==> src/design/bio_cfg.svh <==
`ifndef BIO_CFG_SVH
`define BIO_CFG_SVH

// ****************************************************************
// Register addresses in data space
// ****************************************************************
`define BIO_LINE_A_ADDR      8'hc0
`define BIO_LINE_B_ADDR      8'hc1
`define BIO_LINE_C_ADDR      8'hc2
`define BIO_LINE_D_ADDR      8'hc3
`define BIO_DIR_A_ADDR       8'hc4
`define BIO_DIR_B_ADDR       8'hc5
`define BIO_DIR_C_ADDR       8'hc6
`define BIO_DIR_D_ADDR       8'hc7
`define BIO_OPT_A_ADDR       8'hcc
`define BIO_OPT_B_ADDR       8'hcd
`define BIO_OPT_C_ADDR       8'hce
`define BIO_OPT_D_ADDR       8'hcf

// ****************************************************************
// Reset values and shared pin positions
// ****************************************************************
`define BIO_REG_RESET        8'h00
`define BIO_PWM_BIT          3
`define BIO_OVF_BIT          2
`define BIO_CAP1_BIT         4
`define BIO_CAP2_BIT         5
`define BIO_SER_OUT_BIT      3
`define BIO_UART_TX_BIT      5

`endif

==> src/design/bio_pkg.sv <==
package bio_pkg;

  typedef enum logic [1:0] {
    BIO_PORT_A = 2'b00,
    BIO_PORT_B = 2'b01,
    BIO_PORT_C = 2'b10,
    BIO_PORT_D = 2'b11
  } bio_port_t;

  typedef enum logic [1:0] {
    BIO_REG_LINE = 2'b00,
    BIO_REG_DIR  = 2'b01,
    BIO_REG_OPT  = 2'b10,
    BIO_REG_NONE = 2'b11
  } bio_reg_kind_t;

  // Data-space access from the core
  typedef struct packed {
    logic       rd;
    logic       wr;
    logic [7:0] addr;
    logic [7:0] wdata;
  } bio_bus_t;

  // Per-port pad controls
  typedef struct packed {
    logic [7:0] out;
    logic [7:0] oe;
    logic [7:0] pull_up;
    logic [7:0] irq_en;
    logic [7:0] analog;
  } bio_pad_t;

  // Alternate function signals from the timer, SPI and UART
  typedef struct packed {
    logic pwm_en;
    logic pwm;
    logic ovf_en;
    logic ovf;
    logic ser_out;
    logic uart_tx_active;
    logic uart_tx;
  } bio_alt_t;

endpackage

==> src/design/bio_pin_cell.sv <==
`timescale 1ns/1ps
// Decodes one pin's mode from direction, option and line value.
module bio_pin_cell (
  input  wire logic dir_i,
  input  wire logic opt_i,
  input  wire logic line_i,
  input  wire logic alt_sel_i,
  input  wire logic alt_val_i,
  input  wire logic alt_od_only_i,
  output logic      drive_low_o,
  output logic      oe_o,
  output logic      out_o,
  output logic      pull_up_o,
  output logic      irq_en_o,
  output logic      analog_o
);
  logic value;

  always_comb begin
    // Open-drain outputs may carry the peripheral; push-pull only on
    // pins whose peripheral allows it
    if (alt_sel_i && (!opt_i || !alt_od_only_i)) begin
      value = alt_val_i;
    end else begin
      value = line_i;
    end
    out_o       = value;
    drive_low_o = dir_i && !opt_i && !value;
    oe_o        = dir_i && (opt_i || !value);
    pull_up_o   = !dir_i && !line_i;
    irq_en_o    = !dir_i && opt_i && !line_i;
    analog_o    = !dir_i && opt_i && line_i;
  end

endmodule

==> src/design/bio_port_top.sv <==
`timescale 1ns/1ps
// Summary of operation
// - Each port has line value, direction, option bytes; bit n is pin n
// - Dir 0, option 0, line 0: input with pull-up, no interrupt
// - Dir 0, option 0, line 1: input, no pull-up, no interrupt
// - Dir 0, option 1, line 0: input with pull-up and interrupt
// - Dir 0, option 1, line 1: analog input to converter multiplexer
// - Dir 1, option 0: open-drain output of the line value
// - Dir 1, option 1: push-pull output of the line value
// - Reading line value of input pins returns live pin level
// - Line value writes always update the latch
// - Reset clears all registers; pins become pulled-up inputs
// - Input without pull-up is high impedance
// - Interrupt trigger type is chosen by separate interrupt logic
// - Timer output enables low leave shared pins as ordinary pins
// - Capture pins are inputs, always readable, always ordinary pins
// - Serial data-in and clock-in pins are inputs, readable by port
// - Serial data out reaches pin only in open-drain mode
// - UART receive pin is an input, readable by the port
// - UART transmit pin drives line value idle, serial data sending
module bio_port_top
  import bio_pkg::*;
(
  input  wire logic            clock_i,
  input  wire logic            rst_b_i,
  input  wire bio_pkg::bio_bus_t bus_i,
  input  wire bio_pkg::bio_alt_t alt_i,
  input  wire logic [31:0]     pin_i,
  output logic [7:0]           rdata_o,
  output logic                 rvalid_o,
  output logic [31:0]          pin_out_o,
  output logic [31:0]          pin_oe_o,
  output logic [31:0]          pull_up_o,
  output logic [31:0]          irq_en_o,
  output logic [31:0]          analog_o,
  output logic [7:0]           cap_pins_o,
  output logic [7:0]           ser_pins_o
);
  import bio_pkg::*;
`include "bio_cfg.svh"

  // ****************************************************************
  // Registers
  // ****************************************************************
  logic [7:0] line_value_register [4];
  logic [7:0] direction_register  [4];
  logic [7:0] option_register     [4];

  logic [31:0] next_out;
  logic [31:0] next_oe;
  logic [31:0] next_pull;
  logic [31:0] next_irq;
  logic [31:0] next_analog;
  logic [7:0]  next_rdata;

  // Address decode shared by reads and writes
  function automatic bio_reg_kind_t reg_kind(input logic [7:0] a);
    if (a >= `BIO_LINE_A_ADDR && a <= `BIO_LINE_D_ADDR) begin
      reg_kind = BIO_REG_LINE;
    end else if (a >= `BIO_DIR_A_ADDR && a <= `BIO_DIR_D_ADDR) begin
      reg_kind = BIO_REG_DIR;
    end else if (a >= `BIO_OPT_A_ADDR && a <= `BIO_OPT_D_ADDR) begin
      reg_kind = BIO_REG_OPT;
    end else begin
      reg_kind = BIO_REG_NONE;
    end
  endfunction

  bio_reg_kind_t wr_kind;
  bio_reg_kind_t rd_kind;
  bio_port_t     port_sel;

  assign wr_kind  = reg_kind(bus_i.addr);
  assign rd_kind  = wr_kind;
  assign port_sel = bio_port_t'(bus_i.addr[1:0]);

  // ****************************************************************
  // Register writes
  // ****************************************************************
  always_ff @(posedge clock_i or negedge rst_b_i) begin
    if (!rst_b_i) begin
      for (int p = 0; p < 4; p++) begin
        line_value_register[p] <= `BIO_REG_RESET;
      end
    end else if (bus_i.wr && wr_kind == BIO_REG_LINE) begin
      line_value_register[port_sel] <= bus_i.wdata;
    end
  end

  always_ff @(posedge clock_i or negedge rst_b_i) begin
    if (!rst_b_i) begin
      for (int p = 0; p < 4; p++) begin
        direction_register[p] <= `BIO_REG_RESET;
      end
    end else if (bus_i.wr && wr_kind == BIO_REG_DIR) begin
      direction_register[port_sel] <= bus_i.wdata;
    end
  end

  always_ff @(posedge clock_i or negedge rst_b_i) begin
    if (!rst_b_i) begin
      for (int p = 0; p < 4; p++) begin
        option_register[p] <= `BIO_REG_RESET;
      end
    end else if (bus_i.wr && wr_kind == BIO_REG_OPT) begin
      option_register[port_sel] <= bus_i.wdata;
    end
  end

  // ****************************************************************
  // Alternate function routing
  // ****************************************************************
  // Capture, serial input and UART receive pins stay ordinary pins;
  // the peripherals just tap the pad levels.
  logic [31:0] alt_sel;
  logic [31:0] alt_val;
  logic [31:0] alt_od_only;

  always_comb begin
    alt_sel     = '0;
    alt_val     = '0;
    alt_od_only = '0;
    // Port A timer outputs, only while enabled
    alt_sel[`BIO_PWM_BIT] = alt_i.pwm_en;
    alt_val[`BIO_PWM_BIT] = alt_i.pwm;
    alt_sel[`BIO_OVF_BIT] = alt_i.ovf_en;
    alt_val[`BIO_OVF_BIT] = alt_i.ovf;
    // Port D serial out, open-drain only
    alt_sel[24 + `BIO_SER_OUT_BIT]     = 1'b1;
    alt_val[24 + `BIO_SER_OUT_BIT]     = alt_i.ser_out;
    alt_od_only[24 + `BIO_SER_OUT_BIT] = 1'b1;
    // Port D UART transmit while a frame is active
    alt_sel[24 + `BIO_UART_TX_BIT] = alt_i.uart_tx_active;
    alt_val[24 + `BIO_UART_TX_BIT] = alt_i.uart_tx;
  end

  // ****************************************************************
  // Pin decode
  // ****************************************************************
  logic [31:0] cell_drive_low;

  for (genvar g = 0; g < 32; g++) begin : g_pin
    bio_pin_cell u_cell (
      .dir_i         (direction_register[g/8][g%8]),
      .opt_i         (option_register[g/8][g%8]),
      .line_i        (line_value_register[g/8][g%8]),
      .alt_sel_i     (alt_sel[g]),
      .alt_val_i     (alt_val[g]),
      .alt_od_only_i (alt_od_only[g]),
      .drive_low_o   (cell_drive_low[g]),
      .oe_o          (next_oe[g]),
      .out_o         (next_out[g]),
      .pull_up_o     (next_pull[g]),
      .irq_en_o      (next_irq[g]),
      .analog_o      (next_analog[g])
    );
  end

  // Pad controls registered: new configuration shows one cycle later
  always_ff @(posedge clock_i or negedge rst_b_i) begin
    if (!rst_b_i) begin
      pin_out_o <= '0;
      pin_oe_o  <= '0;
      pull_up_o <= '1;
      irq_en_o  <= '0;
      analog_o  <= '0;
    end else begin
      pin_out_o <= next_out;
      pin_oe_o  <= next_oe;
      pull_up_o <= next_pull;
      irq_en_o  <= next_irq;
      analog_o  <= next_analog;
    end
  end

  // Peripheral taps of pad levels, readable at any time
  always_ff @(posedge clock_i or negedge rst_b_i) begin
    if (!rst_b_i) begin
      cap_pins_o <= '0;
      ser_pins_o <= '0;
    end else begin
      cap_pins_o <= pin_i[7:0];
      ser_pins_o <= pin_i[31:24];
    end
  end

  // ****************************************************************
  // Register reads
  // ****************************************************************
  always_comb begin
    next_rdata = 8'h00;
    if (rd_kind == BIO_REG_LINE) begin
      for (int b = 0; b < 8; b++) begin
        // Inputs read the pad, outputs read the latch
        if (direction_register[port_sel][b]) begin
          next_rdata[b] = line_value_register[port_sel][b];
        end else begin
          next_rdata[b] = pin_i[8 * port_sel + b];
        end
      end
    end else if (rd_kind == BIO_REG_DIR) begin
      next_rdata = direction_register[port_sel];
    end else if (rd_kind == BIO_REG_OPT) begin
      next_rdata = option_register[port_sel];
    end
  end

  always_ff @(posedge clock_i or negedge rst_b_i) begin
    if (!rst_b_i) begin
      rdata_o  <= 8'h00;
      rvalid_o <= 1'b0;
    end else begin
      rdata_o  <= bus_i.rd ? next_rdata : 8'h00;
      rvalid_o <= bus_i.rd;
    end
  end

endmodule

==> config.mk <==
export PLATFORM = sky130hd
export DESIGN_NAME = bio_port_top
export DESIGN_NICKNAME = d
export VERILOG_FILES = /design/src/design/bio_pkg.sv /design/src/design/bio_pin_cell.sv /design/src/design/bio_port_top.sv
export VERILOG_INCLUDE_DIRS = /design/src /design/src/design
export SDC_FILE = /design/constraint.sdc
export NUM_CORES = 1
export LEC_CHECK = 0
export ABC_AREA = 1
export BUFFER_PORTS_ARGS = -buffer_cell sky130_fd_sc_hd__buf_2
export CAP_MARGIN = 0
export CELL_PAD_IN_SITES_DETAIL_PLACEMENT = 1
export CELL_PAD_IN_SITES_GLOBAL_PLACEMENT = 2
export CORE_MARGIN = 2
export CORE_UTILIZATION = 36
export CTS_CLUSTER_DIAMETER = 100
export DETAILED_ROUTE_END_ITERATION = 10
export HOLD_SLACK_MARGIN = 0.08
export PLACE_DENSITY = 0.91
export SETUP_SLACK_MARGIN = 0.3
export SYNTH_ARGS = -nofsm -noshare
export SYNTH_HDL_FRONTEND = slang
export SYNTH_SLANG_ARGS = --single-unit
export TNS_END_PERCENT = 5
==> constraint.sdc <==
create_clock -name clock_i -period 1.56 [get_ports clock_i]
set_input_delay 0.156 -clock clock_i [delete_from_list [all_inputs] [get_ports clock_i]]
set_output_delay 0.156 -clock clock_i [all_outputs]
set_load 0.005 [all_outputs]
==> results_dict.tcl, run 1 <==
set metrics [dict create \
    ys_top_cells_by_area "dfrtp_1 (56%), nand2_1 (11%), dfstp_2 (7.5%), nor2_1 (4.0%), inv_1 (3.6%)" \
    multi_input_area_mm2 0.00337 \
    pwr-share-comb_pct 10.8 \
    switching_share_pct 25.7 \
    synth_simple_gate_area_share_pct 23.6 \
    synthMuxAreaShare_pct 0 \
    die_w_um 180 \
    fillers 3605 \
    grt_pass1_vias 9631 \
    p_per_area_mw_per_mm2 1160 \
    seqPwrFrac_pct 48.3 \
    drt-initial-drc-count 548 \
    synth_top_cell_area_share_pct 55.7 \
    htreeDepth 1 \
    synth.distinct_cells 23 \
    drt_pass1_iterations 5 \
    start_kind "register" \
    grt_max_degree 48 \
    cp.arrival_ns 1.18 \
    wl_per_cell_um 19.1 \
    cp_max_fo 1 \
    num_rows 64 \
    io_pins 244 \
    clkTransAtPathRegs_ns 0.07 \
    whs_ns 0.134 \
    skew_ns 0.0191 \
    cts_sinks 281 \
    synthesis.nets 1227 \
    crit_family "flip-flops" \
    hold_violations 0 \
    seq_area_frac_synth_pct 63.2 \
    synth_xor_area_share_pct 0 \
    synthArstFlopShare_pct 100 \
    synth_area_mm2 0.0112 \
    synth-seq-cells 281 \
    gr-total-overflow 0 \
    io_buffers 243 \
    numCtsBuffers 29 \
    clock_path_buffers 3 \
    syn_area_per_cell_um2 9.58 \
    synthAdderAreaFrac_pct 0 \
    tightest_slew_ns 0.475 \
    syn_inst 1168 \
    seqCellArea_mm2 0.00708 \
    fin_crit_sh_pct 85.4 \
    core_area_mm2 0.0306 \
    clk_latency_ns 0.56 \
    critPathRequiredTime_ns 1.40 \
    layout-drive-gt1-share_pct 28.1 \
    grt_pass1_wl_mm 56.9 \
    ant_nets 0 \
    path_cells "buf_2" \
    place.gp.congestion 0.849 \
    synth_largest_area_cell "dfrtp_1" \
    postPlaceCellArea_mm2 0.0130 \
    ys_warn_count 0 \
    fmaxAchievable_mhz 751 \
    die_height_um 180 \
    endpoint_kind "primary output" \
    yosysMostFrequentCell "nand2_1" \
    p_sw_w 0.00427 \
    rsz0062_at_grt "yes" \
    dp.cells 1797 \
    timing.final.max_slew_violations 0 \
    start_util_pct 36.6 \
    max_stage_delay_ns 0.53 \
    r2r_setup_slack_ns 0.33 \
    cts_tree "built" \
    root_buffer "clkbuf_16" \
    nNetsFinal 1534 \
    ys_top_cells_by_count "nand2_1 (327), dfrtp_1 (249), nor2_1 (120), inv_1 (107)" \
    grt_usage_pct 22.2 \
    p_leak_nw 7.37 \
    final_area_mm2 0.0143 \
    clkPwrFrac_pct 40.8 \
    final_cells 1896 \
    dpl.hpwl_mm 26.1 \
    drc_errors 0 \
    internal_power_w 0.0124 \
    maxCapViolations 0 \
    vdd_ir_drop_max_mv 0.704 \
    synth_compound_area_share_pct 6.44 \
    min_period_ns 1.33 \
    ys.flop_type "dfrtp_1" \
    num_vias 9181 \
    via_per_inst 4.84 \
    routed_wl_mm 36.2 \
    dieArea_mm2 0.0325 \
    synthToLayoutAreaGrowth_pct 28.0 \
    finalSetupViolations 0 \
    slew_headroom_pct 68.3 \
    path_class "register to primary output" \
    synth_top_family_by_area "simple AND/OR/NAND/NOR gates" \
    path_buf_inv 1 \
    crit_path_top_delay_cell "dfstp_2" \
    antenna_found_initial 2 \
    power_w 0.0167 \
    worstHoldPathType "input pin to register" \
    synth_edf_count 0 \
    status "complete, no violations" \
    fin_setup_tns_ns 0 \
]
==> worst reg2reg max path, stage by stage (launching register included) <==
cell     delay (ns)
dfrtp_1        0.41
inv_1          0.15
nand3_1        0.09
nand2_1        0.13
nor2_1         0.08
nand2_1        0.06
nand2_1        0.05
nor2_1         0.09
nor2_1         0.06
==> registers in the layout, indices dropped and copies added, names as in the netlist <==
register and flops:
option_register 32, analog_o 32, rvalid_o 1, line_value_register 32
direction_register 32, ser_pins_o 8, irq_en_o 32, rdata_o 8
pin_out_o 32, cap_pins_o 8, pull_up_o 32, pin_oe_o 32
==> per-layer routing <==
metal / global-route usage (%) / wire length, µm / vias to the layer above
li1: - / - / 4289
met1: 31.2 / 16200 / 4612
met2: 36.3 / 17400 / 227
met3: 3.25 / 1810 / 53
met4: 5.61 / 758 / 0
met5: 0 / 0 / -
==> stage by stage <==
step,setup slack [ns],util [%]
3_3_place_gp,0.124,42.4
2_1_floorplan,0.422,-
5_1_grt,0.184,46.8
6_report,0.228,46.8
3_5_place_dp,0.0545,42.4
4_1_cts,0.195,46.5
==> repair_timing <==
| action | CTS | global route |
|---|---|---|
| hold buffers | 33 | 0 |
| pin swaps | 0 | 1 |
| gates resized for setup | 0 | 18 |
| buffers inserted | 0 | 10 |
| endpoints found under the setup margin | 41 | 49 |
| endpoints found under the hold margin | 349 | 0 |
==> logic make-up after synthesis <==
kind of cell           after synthesis
flip-flops                         281
AO/OA/AOI/OAI                      132
buffers and inverters              154
AND/OR/NAND/NOR                    601
==> cells in the final DEF, fill, tap and decap left out, types with 32 or more instances in the layout <==
| master | instances |
|---|---|
| nand2_1 | 326 |
| nor3_1 | 64 |
| nor2_1 | 118 |
| nand3_1 | 64 |
| buf_4 | 33 |
| buf_2 | 240 |
| dlygate4sd3_1 | 33 |
| a21oi_1 | 32 |
| o21ai_0 | 60 |
| dfstp_2 | 32 |
| dfrtp_1 | 244 |
| inv_1 | 99 |
==> layout make-up <==
| class | instances | share of cell area, % |
|---|---|---|
| inverter | 110 | 2.90 |
| antenna | 2 | 0.0349 |
| timing repair buffer | 320 | 14.2 |
| sequential | 281 | 49.4 |
| clock buffer | 45 | 5.69 |
| multi-input combinational | 733 | 23.6 |
| tap | 396 | 3.46 |
| clock inverter | 9 | 0.725 |
==> path summary, 6_finish.rpt <==
check / from / cells past startpoint / to
max: pull_up_o[3]$_DFF_PN1_ / 1 / pull_up_o[3]
min: pin_i[9] / 7 / rdata_o[1]$_DFF_PN0_
max reg2reg: direction_register[13]$_DFFE_PN0P_ / 8 / rdata_o[5]$_DFF_PN0_
min reg2reg: line_value_register[5]$_DFFE_PN0P_ / 1 / pull_up_o[29]$_DFF_PN1_
max in group asynchronous: rst_b_i / 3 / pull_up_o[11]$_DFF_PN1_
min in group asynchronous: rst_b_i / 2 / direction_register[4]$_DFFE_PN0P_
==> power by group through the flow <==
stage	registers (W)	logic [W]	clock network [W]
CTS	0.00805	0.00178	0.00698
detailed placement	0.00817	0.00170	0
global route	0.00811	0.00201	0.00726
finish	0.00805	0.00180	0.00680
floorplan	0.00816	0.000769	0
global placement	0.00816	0.00164	0
Power figures use the tool's default switching activity.
==> run 2: changes to the inputs <==
--- a/config.mk
+++ b/config.mk
@@ -6,17 +6,15 @@
 export SDC_FILE = /design/constraint.sdc
 export NUM_CORES = 1
 export LEC_CHECK = 0
-export ABC_AREA = 1
 export BUFFER_PORTS_ARGS = -buffer_cell sky130_fd_sc_hd__buf_2
 export CAP_MARGIN = 0
 export CELL_PAD_IN_SITES_DETAIL_PLACEMENT = 1
 export CELL_PAD_IN_SITES_GLOBAL_PLACEMENT = 2
 export CORE_MARGIN = 2
-export CORE_UTILIZATION = 36
+export CORE_UTILIZATION = 40
 export CTS_CLUSTER_DIAMETER = 100
 export DETAILED_ROUTE_END_ITERATION = 10
-export HOLD_SLACK_MARGIN = 0.08
-export PLACE_DENSITY = 0.91
+export PLACE_DENSITY = 0.9
 export SETUP_SLACK_MARGIN = 0.3
 export SYNTH_ARGS = -nofsm -noshare
 export SYNTH_HDL_FRONTEND = slang
==> results_dict.tcl, run 2 <==
set metrics [dict create \
    grt_max_degree 53 \
    ys.flop_type "dfrtp_1" \
    slew_headroom_pct 77.2 \
    fmaxAchievable_mhz 723 \
    ys_top_cells_by_area "dfrtp_1 (60%), mux2_2 (10%), dfstp_2 (8.1%), mux4_2 (7.0%), nor3b_1 (2.3%)" \
    vdd_ir_drop_max_mv 0.719 \
    layout-drive-gt1-share_pct 55.9 \
    io_buffers 243 \
    num_rows 58 \
    drt-initial-drc-count 358 \
    internal_power_w 0.0130 \
    synthesis.nets 710 \
    critPathRequiredTime_ns 1.96 \
    min_period_ns 1.38 \
    clkTransAtPathRegs_ns 0.06 \
    switching_share_pct 22.1 \
    grt_pass1_wl_mm 44.5 \
    cts_tree "built" \
    num_vias 6859 \
    cts_sinks 281 \
    syn_inst 651 \
    drt_pass1_iterations 4 \
    p_per_area_mw_per_mm2 1200 \
    grt_pass1_vias 7507 \
    dieArea_mm2 0.0272 \
    io_pins 244 \
    status "complete, no violations" \
    core_area_mm2 0.0253 \
    start_util_pct 40.9 \
    antenna_found_initial 1 \
    synth_edf_count 0 \
    endpoint_kind "register" \
    final_common_cell "buf_2" \
    die_w_um 165 \
    fin_crit_sh_pct 88.7 \
    grt_usage_pct 21.7 \
    maxCapViolations 0 \
    synth_top_cell_area_share_pct 60.2 \
    wl_per_cell_um 21.4 \
    seqPwrFrac_pct 47.1 \
    gr-total-overflow 0 \
    cp_max_fo 2 \
    r2r_setup_slack_ns 0.18 \
    pwr-share-comb_pct 7.4 \
    finalSetupViolations 0 \
    nNetsFinal 1070 \
    htreeDepth 1 \
    hold_path_depth 2 \
    synth-seq-cells 281 \
    path_class "register to register" \
    seq_area_frac_synth_pct 68.3 \
    rsz0062_at_grt "yes" \
    worstRegToRegCells 3 \
    routed_wl_mm 29.3 \
    yosysMostFrequentCell "dfrtp_1" \
    synth_area_mm2 0.0104 \
    skew_ns 0.0109 \
    start_kind "register" \
    numCtsBuffers 30 \
    ant_nets 0 \
    synth_largest_area_cell "dfrtp_1" \
    p_sw_w 0.00370 \
    power_w 0.0167 \
    fin_setup_tns_ns 0 \
    ys_warn_count 0 \
    tightest_slew_ns 0.340 \
    worstHoldPathType "input pin to register" \
    drc_errors 0 \
    critPathLaunch "direction_register[1]$_DFFE_PN0P_" \
    r2r-end "rdata_o[1]$_DFF_PN0_" \
    place.gp.congestion 0.780 \
    r2r_start "direction_register[1]$_DFFE_PN0P_" \
    hold_start "bus_i[7]" \
    clk_latency_ns 0.54 \
    cp.arrival_ns 1.78 \
    syn_area_per_cell_um2 15.9 \
    layout_common_cells "buf_2 (242), dfrtp_1 (218), mux2_2 (93), buf_4 (70), inv_1 (39)" \
    p_leak_nw 7.02 \
    clock_path_buffers 3 \
    whs_endpoint "option_register[31]$_DFFE_PN0P_" \
    die_height_um 165 \
    synth.distinct_cells 29 \
    hold_violations 0 \
    root_buffer "clkbuf_16" \
    dpl.hpwl_mm 20.9 \
    clkPwrFrac_pct 45.4 \
    synthToLayoutAreaGrowth_pct 34.9 \
    timing.final.max_slew_violations 0 \
    via_per_inst 5.02 \
    synthArstFlopShare_pct 100 \
    ys_top_cells_by_count "dfrtp_1 (249), mux2_2 (93), inv_1 (39), nor2_1 (33)" \
]
-- run 2: metal layers --
metal / vias up / wire (µm) / GRT usage, %
met5: - / 0 / 0
li1: 3011 / - / -
met1: 3596 / 12500 / 29.0
met2: 214 / 14400 / 37.0
met4: 0 / 517 / 4.78
met3: 38 / 1880 / 4.42
-- run 2: critical path: stages (launching register included) --
cell	delay, ns
dfrtp_2	0.40
mux4_2	0.51
mux2i_1	0.18
o221ai_1	0.14
-- run 2: power groups by stage --
stage	Sequential [W]	Clock, W	Combinational, W
after global placement	0.00803	0	0.00109
final	0.00789	0.00761	0.00124
after floorplan	0.00800	0	0.000455
after global routing	0.00793	0.00809	0.00137
after detailed placement	0.00805	0	0.00113
after CTS	0.00790	0.00776	0.00125
-- run 2: repair_timing --
action | CTS | global route
resized for setup | 21 | 10
setup buffers | 16 | 6
endpoints found under the hold margin | 277 | 0
setup endpoints to repair | 40 | 41
hold buffers | 26 | 0
-- run 2: layout make-up --
class	instances	area, µm²
inverters	39	146
diodes	1	2.50
fillers	2490	11400
clock inverters	12	169
clock buffers	44	925
multi-input cells	312	3030
repair buffers	347	2170
well taps	330	413
flip-flops and latches	281	7110
-- run 2: kinds of logic (layout without fill, tap and decap cells) --
group,after synthesis,count (layout),synth area share (%)
buffers and inverters,58,442,2.54
multiplexers,139,139,18.5
AO/OA/AOI/OAI,39,39,2.91
other,0,1,0
AND/OR/NAND/NOR,134,134,7.74
flip-flops,281,281,68.3
-- run 2: worst max path at each step --
stage,end
after floorplan,rdata_o[3]$_DFF_PN0_
after global placement,direction_register[1]$_DFFE_PN0P_
after detailed placement,direction_register[1]$_DFFE_PN0P_
after CTS,rdata_o[1]$_DFF_PN0_
after global routing,rdata_o[7]$_DFF_PN0_
final,rdata_o[1]$_DFF_PN0_
-- run 2: metrics by stage --
stage	hold WS, ns	utilization (%)	std cells	setup slack (ns)	cell area (µm²)
finish	0.0349	55.1	1366	0.176	14000
global route	0.0437	55.1	1365	0.126	14000
CTS	0.00735	54.9	1359	0.180	13900
detailed placement	0.0705	49.0	1261	-0.0423	12400
global placement	0.0713	49.0	1261	-0.0426	12400
floorplan	-0.140	-	651	0.247	10400
